### config.mk
export PLATFORM = sky130hd
export DESIGN_NAME = ssm_port
export DESIGN_NICKNAME = d
export VERILOG_FILES = /design/src/ssm_pkg.sv /design/src/ssm_brg.sv /design/src/ssm_port.sv
export SDC_FILE = /design/constraint.sdc
export NUM_CORES = 1
export LEC_CHECK = 0
export BUFFER_PORTS_ARGS = -buffer_cell sky130_fd_sc_hd__clkbuf_2
export CELL_PAD_IN_SITES_DETAIL_PLACEMENT = 1
export CELL_PAD_IN_SITES_GLOBAL_PLACEMENT = 1
export CORE_ASPECT_RATIO = 1.2
export CORE_MARGIN = 2
export CORE_UTILIZATION = 49
export DETAILED_ROUTE_END_ITERATION = 10
export PLACE_DENSITY = 0.89
export SYNTH_ARGS = -nofsm -noshare
export SYNTH_HDL_FRONTEND = slang
export SYNTH_SLANG_ARGS = --single-unit
### constraint.sdc
create_clock -name ref_clk -period 3.52 [get_ports ref_clk]
set_input_delay 0.176 -clock ref_clk [delete_from_list [all_inputs] [get_ports ref_clk]]
set_output_delay 0.176 -clock ref_clk [all_outputs]
set_load 0.02 [all_outputs]
### src/ssm_pkg.sv
// Function
// - Sync, slave clock, port enabled gives slave
// - Slave transmits when both receive enables clear
// - Port enable off resets port and overrun
// - Slave transmit works like master transmit
// - First written character loads shifter at once
// - Second character waits, transmit flag stays clear
// - After shift-out, load held character, set flag
// - Transmit flag in sleep raises wake request
// - Slave receive runs continuously, single enable alone acts like continuous
// - Completed character moves to data, may wake
// - Receive flag on completion, interrupt if enabled
// - Overrun cleared when both receive enables are clear, by a data read with only single enable set, or by port off
// - Ninth bit and errors in receive status
// - Master receive starts on single or continuous
// - Master shift clock from divisor settings
// - Nine-bit transmit sends ninth bit plus byte
// - Slave transmit also needs transmit enable
// - Only slave mode runs during sleep
// - Unimplemented bits read as zero
// - Sample on trailing edge, change on leading
// - Two-character buffer, third sets overrun, no overwrite
// - Master single receive clears itself after character
// - Polarity selects idle level and change edge
package ssm_pkg;

typedef enum logic [1:0] {
	TXS_IDLE = 2'b01,
	TXS_SHIFT = 2'b10
} ssm_txs_e;

localparam logic [3:0] ADR_BAUD = 4'h0;
localparam logic [3:0] ADR_INTC = 4'h1;
localparam logic [3:0] ADR_PIE = 4'h2;
localparam logic [3:0] ADR_PIR = 4'h3;
localparam logic [3:0] ADR_RXD = 4'h4;
localparam logic [3:0] ADR_RCST = 4'h5;
localparam logic [3:0] ADR_DIVL = 4'h6;
localparam logic [3:0] ADR_DIVH = 4'h7;
localparam logic [3:0] ADR_TXST = 4'h8;
localparam logic [3:0] ADR_TXD = 4'h9;

localparam int BIT_POL = 4;
localparam int BIT_WIDE = 3;
localparam int BIT_GLOB_IE = 7;
localparam int BIT_PERI_IE = 6;
localparam int BIT_RX_IE = 5;
localparam int BIT_TX_IE = 4;
localparam int BIT_RX_FLAG = 5;
localparam int BIT_TX_FLAG = 4;
localparam int BIT_PORT_EN = 7;
localparam int BIT_RX_NINE = 6;
localparam int BIT_RX_ONE = 5;
localparam int BIT_RX_CONT = 4;
localparam int BIT_OVERRUN = 1;
localparam int BIT_RX_BIT8 = 0;
localparam int BIT_CLK_MST = 7;
localparam int BIT_TX_NINE = 6;
localparam int BIT_TX_EN = 5;
localparam int BIT_SYNC = 4;
localparam int BIT_HI_RATE = 2;
localparam int BIT_TX_IDLE = 1;
localparam int BIT_TX_BIT8 = 0;

localparam logic [7:0] REG_RST = 8'h00;
localparam logic [8:0] CHAR_RST = 9'h000;
localparam logic [3:0] CNT_RST = 4'h0;
localparam logic [3:0] CNT8 = 4'h8;
localparam logic [3:0] CNT9 = 4'h9;
localparam logic [1:0] FIFO_EMPTY = 2'h0;
localparam logic [1:0] FIFO_FULL = 2'h2;
localparam logic [15:0] DIV_ZERO = 16'h0000;

function automatic logic [3:0] ssm_nbits(input logic nine);
	return nine ? CNT9 : CNT8;
endfunction

endpackage

### src/ssm_brg.sv
`timescale 1ns/1ps
`default_nettype none
module ssm_brg
	import ssm_pkg::*;
(
	// Clock and reset
	input wire logic ref_clk,
	input wire logic rst,
	// Control
	input wire logic run,
	input wire logic wide,
	input wire logic [15:0] divisor,
	// Half-period strobe
	output logic tick
);

logic [15:0] cnt;

// One tick every divisor+1 cycles; narrow mode uses the low byte only
always_ff @(posedge ref_clk or posedge rst) begin
	if (rst) begin
		cnt <= DIV_ZERO;
		tick <= 1'b0;
	end else if (!run) begin
		cnt <= DIV_ZERO;
		tick <= 1'b0;
	end else if (cnt == DIV_ZERO) begin
		cnt <= wide ? divisor : {REG_RST, divisor[7:0]};
		tick <= 1'b1;
	end else begin
		cnt <= cnt - 16'h0001;
		tick <= 1'b0;
	end
end

endmodule
`default_nettype wire

### src/ssm_port.sv
`timescale 1ns/1ps
`default_nettype none
module ssm_port
	import ssm_pkg::*;
(
	// Clock and reset
	input wire logic ref_clk,
	input wire logic rst,
	// Register port
	input wire logic [3:0] addr,
	input wire logic [7:0] wdata,
	input wire logic wr,
	input wire logic rd,
	output logic [7:0] rdata,
	// Power state and requests
	input wire logic sleep_mode,
	output logic wake_req,
	output logic irq_req,
	// Shift clock pin
	input wire logic shift_clock_pin_in,
	output logic shift_clock_pin_out,
	output logic shift_clock_pin_oe_n,
	// Data pin
	input wire logic serial_data_pin_in,
	output logic serial_data_pin_out,
	output logic serial_data_pin_oe_n
);

logic clock_polarity_select, wide_divisor_select;
logic global_interrupt_enable, peripheral_interrupt_enable;
logic receive_interrupt_enable, transmit_interrupt_enable;
logic serial_port_enable, nine_bit_receive;
logic single_receive_enable, continuous_receive_enable;
logic clock_source_master, nine_bit_transmit, transmit_enable;
logic sync_mode, high_rate_select, transmit_ninth_bit;
logic [7:0] divisor_low_byte, divisor_high_byte;
logic ck_s1, ck_s2, ck_s3, dt_s1, dt_s2;
logic port_on, is_master, is_slave, rx_mode, tx_mode;
logic tx_run, rx_run, m_work, ck_idle, brg_tick;
logic ck_rise, ck_fall, lead_e, trail_e;
ssm_txs_e tx_state;
logic [8:0] transmit_holding_register, transmit_shift_register;
logic thr_full;
logic [3:0] tcnt, rcnt;
logic [8:0] receive_shift_register, next_rsr, top_char;
logic [8:0] rx_fifo [0:1];
logic fifo_head, overrun_error;
logic [1:0] fifo_cnt;
logic rx_last, rx_done, rx_push, rx_pop, single_done;
logic receive_flag, transmit_flag, int_src, tx_wr;
logic [7:0] rd_val;

// Pin synchronisers
always_ff @(posedge ref_clk or posedge rst) begin
	if (rst) begin
		ck_s1 <= 1'b0;
		ck_s2 <= 1'b0;
		ck_s3 <= 1'b0;
		dt_s1 <= 1'b0;
		dt_s2 <= 1'b0;
	end else begin
		ck_s1 <= shift_clock_pin_in;
		ck_s2 <= ck_s1;
		ck_s3 <= ck_s2;
		dt_s1 <= serial_data_pin_in;
		dt_s2 <= dt_s1;
	end
end

// Control registers
always_ff @(posedge ref_clk or posedge rst) begin
	if (rst) begin
		clock_polarity_select <= 1'b0;
		wide_divisor_select <= 1'b0;
		global_interrupt_enable <= 1'b0;
		peripheral_interrupt_enable <= 1'b0;
		receive_interrupt_enable <= 1'b0;
		transmit_interrupt_enable <= 1'b0;
		serial_port_enable <= 1'b0;
		nine_bit_receive <= 1'b0;
		continuous_receive_enable <= 1'b0;
		clock_source_master <= 1'b0;
		nine_bit_transmit <= 1'b0;
		transmit_enable <= 1'b0;
		sync_mode <= 1'b0;
		high_rate_select <= 1'b0;
		transmit_ninth_bit <= 1'b0;
		divisor_low_byte <= REG_RST;
		divisor_high_byte <= REG_RST;
	end else if (wr) begin
		case (addr)
			ADR_BAUD: begin
				clock_polarity_select <= wdata[BIT_POL];
				wide_divisor_select <= wdata[BIT_WIDE];
			end
			ADR_INTC: begin
				global_interrupt_enable <= wdata[BIT_GLOB_IE];
				peripheral_interrupt_enable <= wdata[BIT_PERI_IE];
			end
			ADR_PIE: begin
				receive_interrupt_enable <= wdata[BIT_RX_IE];
				transmit_interrupt_enable <= wdata[BIT_TX_IE];
			end
			ADR_RCST: begin
				serial_port_enable <= wdata[BIT_PORT_EN];
				nine_bit_receive <= wdata[BIT_RX_NINE];
				continuous_receive_enable <= wdata[BIT_RX_CONT];
			end
			ADR_DIVL: divisor_low_byte <= wdata;
			ADR_DIVH: divisor_high_byte <= wdata;
			ADR_TXST: begin
				clock_source_master <= wdata[BIT_CLK_MST];
				nine_bit_transmit <= wdata[BIT_TX_NINE];
				transmit_enable <= wdata[BIT_TX_EN];
				sync_mode <= wdata[BIT_SYNC];
				high_rate_select <= wdata[BIT_HI_RATE];
				transmit_ninth_bit <= wdata[BIT_TX_BIT8];
			end
			default: ;
		endcase
	end
end

// Single receive: software sets, hardware clears after one character in master mode only
always_ff @(posedge ref_clk or posedge rst) begin
	if (rst)
		single_receive_enable <= 1'b0;
	else if (wr && addr == ADR_RCST)
		single_receive_enable <= wdata[BIT_RX_ONE];
	else if (single_done)
		single_receive_enable <= 1'b0;
end

// Mode decode
always_comb begin
	port_on = serial_port_enable & sync_mode;
	is_master = port_on & clock_source_master;
	is_slave = port_on & ~clock_source_master;
	rx_mode = single_receive_enable | continuous_receive_enable;
	tx_mode = port_on & ~rx_mode & transmit_enable;
	// Master logic stops with the system clock in sleep
	tx_run = tx_mode & (is_slave | ~sleep_mode);
	// Slave receive has no idle state while a receive enable is set and no overrun is flagged
	rx_run = port_on & rx_mode & ~overrun_error
		& (is_slave | ~sleep_mode);
	m_work = (tx_run & (tx_state == TXS_SHIFT)) | rx_run;
	ck_idle = shift_clock_pin_out == clock_polarity_select;
	ck_rise = ck_s2 & ~ck_s3;
	ck_fall = ~ck_s2 & ck_s3;
	if (is_master) begin
		lead_e = brg_tick & ck_idle & m_work;
		// Stray tick in the first sleep cycle must not shift
		trail_e = brg_tick & ~ck_idle & ~sleep_mode;
	end else begin
		lead_e = is_slave
			& (clock_polarity_select ? ck_fall : ck_rise);
		trail_e = is_slave
			& (clock_polarity_select ? ck_rise : ck_fall);
	end
end

ssm_brg u_brg (
	.ref_clk(ref_clk),
	.rst(rst),
	.run(is_master & ~sleep_mode),
	.wide(wide_divisor_select),
	.divisor({divisor_high_byte, divisor_low_byte}),
	.tick(brg_tick)
);

// Generated clock; parks at the idle level once no work remains
always_ff @(posedge ref_clk or posedge rst) begin
	if (rst)
		shift_clock_pin_out <= 1'b0;
	else if (!is_master)
		shift_clock_pin_out <= clock_polarity_select;
	else if (brg_tick && !sleep_mode && (!ck_idle || m_work))
		shift_clock_pin_out <= ~shift_clock_pin_out;
end

// Pin drivers; enables are active low
always_ff @(posedge ref_clk or posedge rst) begin
	if (rst) begin
		shift_clock_pin_oe_n <= 1'b1;
		serial_data_pin_oe_n <= 1'b1;
	end else begin
		shift_clock_pin_oe_n <= ~is_master;
		serial_data_pin_oe_n <= ~tx_mode;
	end
end

// Transmit path
assign tx_wr = wr && addr == ADR_TXD;

always_ff @(posedge ref_clk or posedge rst) begin
	if (rst) begin
		tx_state <= TXS_IDLE;
		thr_full <= 1'b0;
		transmit_holding_register <= CHAR_RST;
		transmit_shift_register <= CHAR_RST;
		tcnt <= CNT_RST;
	end else if (!port_on) begin
		tx_state <= TXS_IDLE;
		thr_full <= 1'b0;
		tcnt <= CNT_RST;
	end else begin
		case (tx_state)
			TXS_IDLE: begin
				if (tx_run && thr_full) begin
					transmit_shift_register <= transmit_holding_register;
					thr_full <= 1'b0;
					tcnt <= CNT_RST;
					tx_state <= TXS_SHIFT;
				end
			end
			TXS_SHIFT: begin
				if (!tx_mode)
					tx_state <= TXS_IDLE;
				else begin
					if (lead_e) begin
						transmit_shift_register <= transmit_shift_register >> 1;
						tcnt <= tcnt + 4'h1;
					end
					// Done only after the last bit's trailing edge
					if (trail_e && tcnt == ssm_nbits(nine_bit_transmit))
						tx_state <= TXS_IDLE;
				end
			end
			default: tx_state <= TXS_IDLE;
		endcase
		// Held character waits while the shifter is busy
		if (tx_wr) begin
			transmit_holding_register <= {transmit_ninth_bit, wdata};
			thr_full <= 1'b1;
		end
	end
end

always_ff @(posedge ref_clk or posedge rst) begin
	if (rst)
		serial_data_pin_out <= 1'b0;
	else if (tx_state == TXS_SHIFT && lead_e)
		serial_data_pin_out <= transmit_shift_register[0];
end

assign transmit_flag = ~thr_full;

// Receive path
always_comb begin
	next_rsr = receive_shift_register;
	next_rsr[rcnt] = dt_s2;
	if (!nine_bit_receive)
		next_rsr[8] = 1'b0;
	rx_last = rcnt == ssm_nbits(nine_bit_receive) - 4'h1;
	rx_done = rx_run & trail_e & rx_last;
	rx_push = rx_done & (fifo_cnt != FIFO_FULL);
	rx_pop = rd & (addr == ADR_RXD) & (fifo_cnt != FIFO_EMPTY);
	single_done = is_master & rx_done & ~continuous_receive_enable;
	receive_flag = fifo_cnt != FIFO_EMPTY;
	top_char = receive_flag ? rx_fifo[fifo_head] : CHAR_RST;
end

// Memory words carry no reset; validity lives in fifo_cnt
always_ff @(posedge ref_clk) begin
	if (rx_push && port_on)
		rx_fifo[fifo_head ^ fifo_cnt[0]] <= next_rsr;
end

always_ff @(posedge ref_clk or posedge rst) begin
	if (rst) begin
		receive_shift_register <= CHAR_RST;
		rcnt <= CNT_RST;
		fifo_head <= 1'b0;
		fifo_cnt <= FIFO_EMPTY;
		overrun_error <= 1'b0;
	end else if (!port_on) begin
		rcnt <= CNT_RST;
		fifo_head <= 1'b0;
		fifo_cnt <= FIFO_EMPTY;
		overrun_error <= 1'b0;
	end else begin
		// Partial character is dropped when reception stops
		if (!rx_run)
			rcnt <= CNT_RST;
		else if (trail_e) begin
			receive_shift_register <= next_rsr;
			rcnt <= rx_last ? CNT_RST : rcnt + 4'h1;
		end
		if (rx_pop)
			fifo_head <= ~fifo_head;
		fifo_cnt <= fifo_cnt + {1'b0, rx_push} - {1'b0, rx_pop};
		if (rx_done && !rx_push)
			overrun_error <= 1'b1;
		else if (!continuous_receive_enable
			&& (!single_receive_enable || rx_pop))
			overrun_error <= 1'b0;
	end
end

// Interrupt and wake requests
assign int_src = (receive_interrupt_enable & receive_flag)
	| (peripheral_interrupt_enable & transmit_interrupt_enable
	& transmit_flag);

always_ff @(posedge ref_clk or posedge rst) begin
	if (rst) begin
		wake_req <= 1'b0;
		irq_req <= 1'b0;
	end else begin
		wake_req <= sleep_mode & int_src;
		irq_req <= global_interrupt_enable & int_src;
	end
end

// Register read
always_comb begin
	rd_val = REG_RST;
	case (addr)
		ADR_BAUD: begin
			rd_val[BIT_POL] = clock_polarity_select;
			rd_val[BIT_WIDE] = wide_divisor_select;
		end
		ADR_INTC: begin
			rd_val[BIT_GLOB_IE] = global_interrupt_enable;
			rd_val[BIT_PERI_IE] = peripheral_interrupt_enable;
		end
		ADR_PIE: begin
			rd_val[BIT_RX_IE] = receive_interrupt_enable;
			rd_val[BIT_TX_IE] = transmit_interrupt_enable;
		end
		ADR_PIR: begin
			rd_val[BIT_RX_FLAG] = receive_flag;
			rd_val[BIT_TX_FLAG] = transmit_flag;
		end
		ADR_RXD: rd_val = top_char[7:0];
		ADR_RCST: begin
			rd_val[BIT_PORT_EN] = serial_port_enable;
			rd_val[BIT_RX_NINE] = nine_bit_receive;
			rd_val[BIT_RX_ONE] = single_receive_enable;
			rd_val[BIT_RX_CONT] = continuous_receive_enable;
			rd_val[BIT_OVERRUN] = overrun_error;
			rd_val[BIT_RX_BIT8] = top_char[8];
		end
		ADR_DIVL: rd_val = divisor_low_byte;
		ADR_DIVH: rd_val = divisor_high_byte;
		ADR_TXST: begin
			rd_val[BIT_CLK_MST] = clock_source_master;
			rd_val[BIT_TX_NINE] = nine_bit_transmit;
			rd_val[BIT_TX_EN] = transmit_enable;
			rd_val[BIT_SYNC] = sync_mode;
			rd_val[BIT_HI_RATE] = high_rate_select;
			rd_val[BIT_TX_IDLE] = tx_state == TXS_IDLE;
			rd_val[BIT_TX_BIT8] = transmit_ninth_bit;
		end
		default: rd_val = REG_RST;
	endcase
end

always_ff @(posedge ref_clk or posedge rst) begin
	if (rst)
		rdata <= REG_RST;
	else
		rdata <= rd ? rd_val : REG_RST;
end
endmodule
`default_nettype wire

==> impl_metrics.json, run 1 <==
{
  "p_clk_frac": 0.433,
  "drtIter0Drc": 301,
  "grt_pass1_wl_mm": 28.7,
  "io_pins": 33,
  "max_stage_delay_ns": 0.50,
  "htree_levels": 4,
  "grt_pass1_vias": 5134,
  "syn_nets": 591,
  "whs_path_depth": 2,
  "yosys_warnings": 0,
  "track_usage": 0.279,
  "diodes": 0,
  "p_leak_nw": 3.23,
  "finalCritPeriodShare": 0.928,
  "power.density_nw_per_um2": 591,
  "drv_slew": 0,
  "layout-drive-gt1-share": 0.266,
  "finClkSkew_ns": 0.00641,
  "crit_type": "flip-flop to flip-flop",
  "relSlewSlack": 0.398,
  "clock_sinks": 128,
  "final_common_cell": "dfrtp_1",
  "vdd_drop_max_v": 0.000372,
  "path_max_fanout": 13,
  "numCtsBuffers": 17,
  "synth_top_area_share": 0.428,
  "finalWorstSetupSlack_ns": 0.252,
  "yosysSeqAreaShare": 0.527,
  "antenna_found_initial": 0,
  "start_util": 0.498,
  "final_cell_mix": "dfrtp_1, mux2_2, nand2_1",
  "ys_ff_latch": 128,
  "die_y_um": 128,
  "worst_pin_slew_ns": 0.897,
  "r2r_start": "clock_source_master",
  "routed_wl_mm": 18.1,
  "clockBufferDepth": 2,
  "place_ws_ns": 0.252,
  "firstDrtPassIters": 5,
  "cpMaxStageDelayCell": "dfrtp_1",
  "ys_types": 62,
  "routedWlPerCell_um": 23.2,
  "grt-ovfl-total": 0,
  "syn_inst": 563,
  "min-delay-start": "wdata[1]",
  "fp.dieArea_um2": 13700,
  "ys.flop_type": "dfrtp_1",
  "synth_top_family_by_area": "simple AND/OR/NAND/NOR gates",
  "setup-violations-final": 0,
  "synth_area_leaders": "dfrtp_1, mux2_2, edfxtp_1, nand2_1, nor2_1",
  "power_w": 0.00428,
  "rows": 45,
  "critPathRequiredTime_ns": 3.81,
  "synthAdderAreaFrac": 0.0180,
  "yosysTopAreaCell": "dfrtp_1",
  "core_region_area_um2": 12600,
  "hold_path_end": "transmit_holding_register[1]",
  "grt_max_degree": 66,
  "startpoint_type": "flip-flop",
  "synth_edf_count": 18,
  "outcome": "finished, final reports clean",
  "drc": 0,
  "synth-simple-area-share": 0.161,
  "drv_cap": 0,
  "cts_tree": "yes",
  "syn_to_final_growth_pct": 15.9,
  "fin_tns_setup_ns": 0,
  "async_flop_share": 0.859,
  "hp-class": "input pin to flip-flop",
  "holdWs_ns": 0.0471,
  "synth.area.mux_share": 0.147,
  "avgSynthCellArea_um2": 11.1,
  "cts_root_buffer": "clkbuf_16",
  "port_buffers": 32,
  "viasPerCell": 6.11,
  "nFillCells": 1347,
  "dr_total_vias": 4763,
  "synth.cell_area_um2": 6250,
  "worstPathArrival_ns": 3.56,
  "clk_latency_ns": 0.42,
  "power_switching_w": 0.00122,
  "reg2reg_depth": 12,
  "dp_hpwl_mm": 12.0,
  "die_width_um": 107,
  "nets": 631,
  "seq_power_share": 0.416,
  "regToRegSetupSlack_ns": 0.25,
  "reg2reg_to": "fifo_cnt[1]",
  "cts_setup_buffers": 0,
  "clk_pin_slew_ns": 0.06,
  "rsz0062_at_grt": "false",
  "synth_compound_area_frac": 0.0985,
  "endpoint_kind": "flip-flop",
  "power_frac_comb": 0.151,
  "hold_viol_final": 0,
  "swShare": 0.286,
  "ant_nets": 0,
  "p_int_w": 0.00306,
  "min_period_ns": 3.27,
  "timing.fmax_mhz": 306,
  "synthXorXnorAreaFrac": 0.0266,
  "place_congestion": 0.898,
  "crit_chain": "and3_1 -> inv_1 -> nor3_1 -> o21ba_2 -> nand2b_1 -> nand2b_1 -> ha_1 -> inv_1 -> ha_1 -> xor2_1 -> xnor2_1 -> nor2_1"
}
==> power groups by stage <==
stage,registers [W],logic [W],clock network (W)
after floorplan,0.00174,0.000481,0
after global placement,0.00178,0.000592,0
after detailed placement,0.00179,0.000617,0
after CTS,0.00177,0.000643,0.00187
after global routing,0.00179,0.000700,0.00193
final,0.00178,0.000646,0.00185
==> cell usage after synthesis, drive strengths merged, types with 6 or more instances <==
cell type  number
a211oi         17
a21oi          21
and2            6
and3            6
buf             8
clkbuf         14
dfrtp         107
edfxtp         18
ha              9
inv            10
mux2           74
mux2i           6
nand2          69
nand2b         10
nand3          18
nor2           44
nor2b          10
nor3           17
o21ai          19
xnor2          13
xor2            6
==> timing repair <==
action	CTS	global route
endpoints found under the setup margin	0	1
endpoints found under the hold margin	63	0
gates resized for setup	0	1
hold buffers	3	0
==> cell families after synthesis <==
| group | count (synthesis) |
|---|---|
| xor+xnor | 19 |
| fa+ha+maj | 9 |
| flops | 128 |
| mux | 81 |
| simple gates | 203 |
| compound gates | 91 |
| buf+inv | 32 |
==> sequential cells by signal (all words and copies together), names as in the netlist, 8 cells and up <==
| signal | cells |
|---|---|
| receive_shift_register | 9 |
| rx_fifo | 18 |
| rdata | 8 |
| divisor_high_byte | 8 |
| divisor_low_byte | 8 |
| u_brg.cnt | 16 |
| transmit_shift_register | 9 |
| transmit_holding_register | 9 |
==> final cells by class <==
cell class	instances	area, um2	share of cell area
multi-input combinational	403	2820	0.390
inverter	10	40.0	0.00553
timing repair buffer	43	250	0.0346
clock buffer	22	507	0.0700
sequential	128	3300	0.455
tap	164	205	0.0283
clock inverter	10	121	0.0168
==> metrics by stage <==
stage                     utilization  area [um2]  cells
final                           0.577        7240    780
after global routing            0.577        7240    780
after CTS                       0.576        7240    780
after detailed placement        0.524        6580    745
after global placement          0.524        6580    745
after floorplan                     -        6250    563
==> per-layer routing <==
metal	track usage	up-vias	wire, um
li1	-	2107	-
met1	0.325	2441	6970
met2	0.469	152	9370
met3	0.0656	63	815
met4	0.160	0	968
met5	0	-	0
==> worst max path at each step <==
stage	start	to	cells after the start
after floorplan	rst	ck_s1	1
after global placement	clock_polarity_select	fifo_cnt[1]	11
after detailed placement	clock_polarity_select	fifo_cnt[1]	11
after CTS	clock_polarity_select	fifo_cnt[1]	11
after global routing	clock_source_master	fifo_cnt[1]	12
final	clock_source_master	fifo_cnt[1]	12
==> worst max-delay path: cells and delay by family, from the launching register on <==
kind	cells	cell delay [ns]
and+or+nand+nor	5	1.22
DFF	1	0.50
adders and majority gates	2	0.44
AOI/OAI and AO/OA	1	0.41
xor gates and xnor gates	2	0.35
buffers and inverters	2	0.22
No activity file was read; power rests on OpenSTA's default activity.
==> run 2: changes to the inputs <==
- PLACE_DENSITY: 0.89 -> 0.81
==> run 2 against run 1 <==
  * Final cell count is 0.13% higher
  * Non-clock buffer count up 1
  * Critical path depth decreased by 1
  * Die area is the same
  * Flip-flop and latch count unchanged
  * Combinational power is essentially flat
  * Sequential share of layout area increased by 0.31 points
  * Total power down 3.2%
  * Critical path type unchanged
  * Largest cell class unchanged
  * Largest power group is now sequential cells
==> impl_metrics.json, run 2 (synthesis gave the netlist of run 1 again) <==
{
  "outcome": "finished, final reports clean",
  "clock_sinks": 128,
  "nets": 632,
  "start_util": 0.498,
  "largest_reg_flops": 18,
  "dp_hpwl_mm": 11.6,
  "track_usage": 0.261,
  "startpoint_type": "flip-flop",
  "finalWorstSetupSlack_ns": 0.593,
  "holdWs_ns": 0.0575,
  "place_congestion": 0.847,
  "die_y_um": 128,
  "routedWlPerCell_um": 21.4,
  "drv_slew": 0,
  "rsz0062_at_grt": "false",
  "endpoint_kind": "flip-flop",
  "syn_to_final_growth_pct": 15.1,
  "io_pins": 33,
  "vdd_drop_max_v": 0.000349,
  "finClkSkew_ns": 0.00843,
  "ctsResizeCount": 0,
  "regToRegSetupSlack_ns": 0.59,
  "clk_pin_slew_ns": 0.06,
  "p_leak_nw": 3.22,
  "startpoint": "clock_polarity_select",
  "dpl-instance-area_um2": 6590,
  "max_stage_delay_ns": 0.50,
  "finalCritPeriodShare": 0.832,
  "clk_latency_ns": 0.43,
  "dp_cells": 746,
  "power.density_nw_per_um2": 576,
  "crit_type": "flip-flop to flip-flop",
  "dr_total_vias": 4625,
  "timing.fmax_mhz": 342,
  "final_common_cell": "dfrtp_1",
  "cts_root_buffer": "clkbuf_16",
  "final_cell_mix": "dfrtp_1, mux2_2, nand2_1",
  "numCtsBuffers": 17,
  "cts_hold_buf": 3,
  "clockBufferDepth": 2,
  "layout.cells.non_filler": 781,
  "relSlewSlack": 0.362,
  "crit_end": "fifo_cnt[1]",
  "die_width_um": 107,
  "grt-ovfl-total": 0,
  "multiInputGateArea_um2": 2820,
  "cts_setup_buffers": 0,
  "drtIter0Drc": 155,
  "drc": 0,
  "nFillCells": 1332,
  "rows": 45,
  "finalInstanceArea_um2": 7190,
  "path_max_fanout": 10,
  "fp.dieArea_um2": 13700,
  "hold_viol_final": 0,
  "drv_cap": 0,
  "regArea_um2": 3300,
  "grt_max_degree": 60,
  "grt_pass1_vias": 5027,
  "worstPathArrival_ns": 3.24,
  "worst_pin_slew_ns": 0.952,
  "crit_chain": "or3b_2 -> a211oi_1 -> o21ba_2 -> nand2b_1 -> nand2b_1 -> ha_1 -> inv_1 -> ha_1 -> xor2_1 -> xnor2_1 -> nor2_1",
  "grt_pass1_wl_mm": 26.9,
  "critPathRequiredTime_ns": 3.83,
  "routed_wl_mm": 16.7,
  "reg2reg_depth": 11,
  "layout-drive-gt1-share": 0.263,
  "reg2reg_to": "fifo_cnt[1]",
  "cts_tree": "yes",
  "ant_nets": 0,
  "hp-class": "input pin to flip-flop",
  "min_period_ns": 2.93,
  "fin_tns_setup_ns": 0,
  "place_ws_ns": 0.607,
  "diodes": 0,
  "r2r_start": "clock_polarity_select",
  "core_region_area_um2": 12600,
  "firstDrtPassIters": 4,
  "viasPerCell": 5.92,
  "antenna_found_initial": 0,
  "cpMaxStageDelayCell": "or3b_2",
  "port_buffers": 32,
  "htree_levels": 4,
  "setup-violations-final": 0
}
==> run 2: cell count changes in the layout (fill, tap and decap cells not counted), sizes merged <==
cell / before / now
clkinv: 3 / 6
clkinvlp: 4 / 2
buf: 8 / 9
inv: 11 / 10
==> run 2: layout make-up <==
class                           count  share of cell area
Clock buffer                       22              0.0645
Clock inverter                     10              0.0157
Inverter                           10             0.00557
Multi-Input combinational cell    403               0.392
Sequential cell                   128               0.458
Tap cell                          164              0.0285
Timing Repair Buffer               44              0.0358
==> run 2: layer usage <==
layer	GRT usage	part of all wire	up-vias
met3	0.0671	0.036	36
met5	0	0	-
li1	-	-	2104
met4	0.125	0.031	0
met1	0.310	0.40	2394
met2	0.440	0.53	91
==> run 2: worst max-delay path, delay by kind of cell, from the launching register on <==
kind | cells | cell delay (ns)
adders and majority gates | 2 | 0.42
and+or+nand+nor | 4 | 0.82
xor gates and xnor gates | 2 | 0.33
DFF | 1 | 0.49
AOI/OAI and AO/OA | 2 | 0.70
buffers and inverters | 1 | 0.06
==> run 2: worst min-delay path by stage <==
stage                                   endpoint  cells after the start          startpoint  slack (ns)
detailed placement                         ck_s1                      1  shift_clock_pin_in        0.29
CTS                 transmit_holding_register[1]                      2            wdata[1]        0.04
global placement                           dt_s1                      1  serial_data_pin_in        0.28
finish                       divisor_low_byte[1]                      2            wdata[1]        0.06
floorplan                                  ck_s1                      0  shift_clock_pin_in        0.21
global route        transmit_holding_register[1]                      2            wdata[1]        0.05
==> run 2: where the power goes <==
part	internal (W)	switching (W)	total [W]	leakage [nW]
Sequential	0.00163	0.000145	0.00177	1.62
Clock	0.00107	0.000652	0.00173	0.280
Combinational	0.000265	0.000379	0.000644	1.32
==> run 2: per-stage QoR <==
step	util	power, W
4_1_cts	0.573	0.00416
3_3_place_gp	0.525	0.00238
5_1_grt	0.573	0.00430
6_report	0.573	0.00414
2_1_floorplan	-	0.00222
3_5_place_dp	0.525	0.00241
==> run 3: changes to the inputs <==
- CORE_UTILIZATION: 49 -> 44
- PLACE_DENSITY: 0.81 -> 0.77
- clock period: 3.52 -> 2.5 ns (I/O delays scaled with it)
==> run 3 against run 2 <==
  * Sequential share of layout area decreased by 2.3 points
  * Design area increased by 5.2%
  * Final cell count increased by 4.4%
  * Clock power increased by 54%
  * Sequential power increased by 41%
  * Via count increased by 2.5%
==> impl_metrics.json, run 3 (synthesis gave the netlist of run 1 again) <==
{
  "final_cell_mix": "dfrtp_1, mux2_2, nand2_1",
  "place_congestion": 0.835,
  "antenna_found_initial": 0,
  "die_y_um": 135,
  "routedWlPerCell_um": 21.7,
  "viasPerCell": 5.81,
  "die_width_um": 113,
  "outcome": "finished, final reports clean",
  "power_w": 0.00613,
  "layout-drive-gt1-share": 0.309,
  "fin_tns_setup_ns": 0,
  "final_common_cell": "dfrtp_1",
  "numCtsBuffers": 17,
  "syn_to_final_growth_pct": 21.1,
  "port_buffers": 32,
  "clk_latency_ns": 0.42,
  "clk_pin_slew_ns": 0.06,
  "largest_reg_flops": 18,
  "grt_pass1_vias": 5254,
  "power_switching_w": 0.00175,
  "hp-class": "input pin to flip-flop",
  "nFillCells": 1464,
  "finalCritPeriodShare": 0.991,
  "htree_levels": 4,
  "setup-violations-final": 0,
  "final_core_util": 0.548,
  "drv_slew": 0,
  "grt_pass1_wl_mm": 28.6,
  "worstPathArrival_ns": 2.79,
  "core_region_area_um2": 13800,
  "rsz0062_at_grt": "true",
  "track_usage": 0.248,
  "seq_power_share": 0.406,
  "holdWs_ns": 0.0310,
  "swShare": 0.285,
  "hold_viol_final": 0,
  "cts_tree": "yes",
  "finClkSkew_ns": 0.00758,
  "dpl-instance-area_um2": 6840,
  "endpoint_kind": "flip-flop",
  "grt-ovfl-total": 0,
  "crit_type": "flip-flop to flip-flop",
  "p_leak_nw": 3.38,
  "drc": 0,
  "clock_sinks": 128,
  "startpoint_type": "flip-flop",
  "p_int_w": 0.00438,
  "path_max_fanout": 4,
  "dr_total_vias": 4739,
  "power_frac_comb": 0.160,
  "power.density_nw_per_um2": 810,
  "critPathRequiredTime_ns": 2.81,
  "start_util": 0.452,
  "vdd_drop_max_v": 0.000565,
  "fp.dieArea_um2": 15200,
  "drv_cap": 0,
  "drtIter0Drc": 303,
  "relSlewSlack": 0.496,
  "ant_nets": 0,
  "min_period_ns": 2.48,
  "io_pins": 33,
  "routed_wl_mm": 17.7,
  "rows": 47,
  "clockBufferDepth": 2,
  "dp_hpwl_mm": 12.5,
  "firstDrtPassIters": 4,
  "p_clk_frac": 0.434,
  "worst_pin_slew_ns": 0.756,
  "diodes": 0,
  "cts_root_buffer": "clkbuf_16",
  "nets": 659,
  "grt_max_degree": 56,
  "timing.fmax_mhz": 404,
  "finalInstanceArea_um2": 7570
}
==> run 3: area by class of cell <==
| class | instances | area, um2 | area share |
|---|---|---|---|
| Clock buffer | 17 | 425 | 0.0562 |
| Clock inverter | 15 | 209 | 0.0276 |
| Inverter | 10 | 41.3 | 0.00546 |
| Multi-Input combinational cell | 403 | 2890 | 0.382 |
| Sequential cell | 128 | 3300 | 0.436 |
| Tap cell | 171 | 214 | 0.0283 |
| Timing Repair Buffer | 71 | 488 | 0.0645 |
==> run 3: path summary, 6_finish.rpt <==
path / startpoint / to / slack (ns) / depth (start not counted)
worst max register to register: clock_polarity_select / fifo_cnt[1] / 0.02 / 11
worst min register to register: ck_s1 / ck_s2 / 0.35 / 0
worst max-delay path: clock_polarity_select / fifo_cnt[1] / 0.02 / 11
max in group asynchronous: rst / tx_state[0] / 1.42 / 4
min in group asynchronous: rst / divisor_low_byte[7] / 0.34 / 3
worst min-delay path: wdata[3] / transmit_holding_register[3] / 0.03 / 2
==> run 3: power groups by stage <==
stage                     clock network, W  registers [W]  logic, W
after CTS                          0.00270        0.00248  0.000977
after detailed placement                 0        0.00252  0.000945
after floorplan                          0        0.00245  0.000693
after global placement                   0        0.00250  0.000900
after global routing               0.00281        0.00251   0.00107
final                              0.00266        0.00249  0.000984
==> run 3: repair_timing <==
action	4_1_cts	5_1_grt
resized for setup	4	3
endpoints found under the hold margin	31	0
buffers inserted	1	1
pin swaps	4	2
hold buffers	4	0
endpoints found under the setup margin	1	16
==> run 3: through the flow <==
stage	setup WS (ns)	cells
floorplan	0.0170	563
global placement	0.158	777
detailed placement	-0.0412	777
CTS	0.0101	814
global route	-0.0669	815
finish	0.0231	815
==> run 3: critical path: stages, from the launching register on <==
cell      delay, ns
dfrtp_1        0.39
or3b_4         0.41
a211oi_4       0.25
o21ba_4        0.20
nand2b_4       0.06
nand2b_1       0.15
ha_1           0.30
inv_2          0.07
ha_4           0.16
xor2_4         0.18
xnor2_2        0.13
nor2_1         0.06
==> run 3: per-layer routing <==
layer	track usage	wire length, um	vias up
li1	-	-	2163
met1	0.283	6800	2410
met2	0.431	9350	115
met3	0.0592	759	51
met4	0.127	743	0
met5	0	0	-
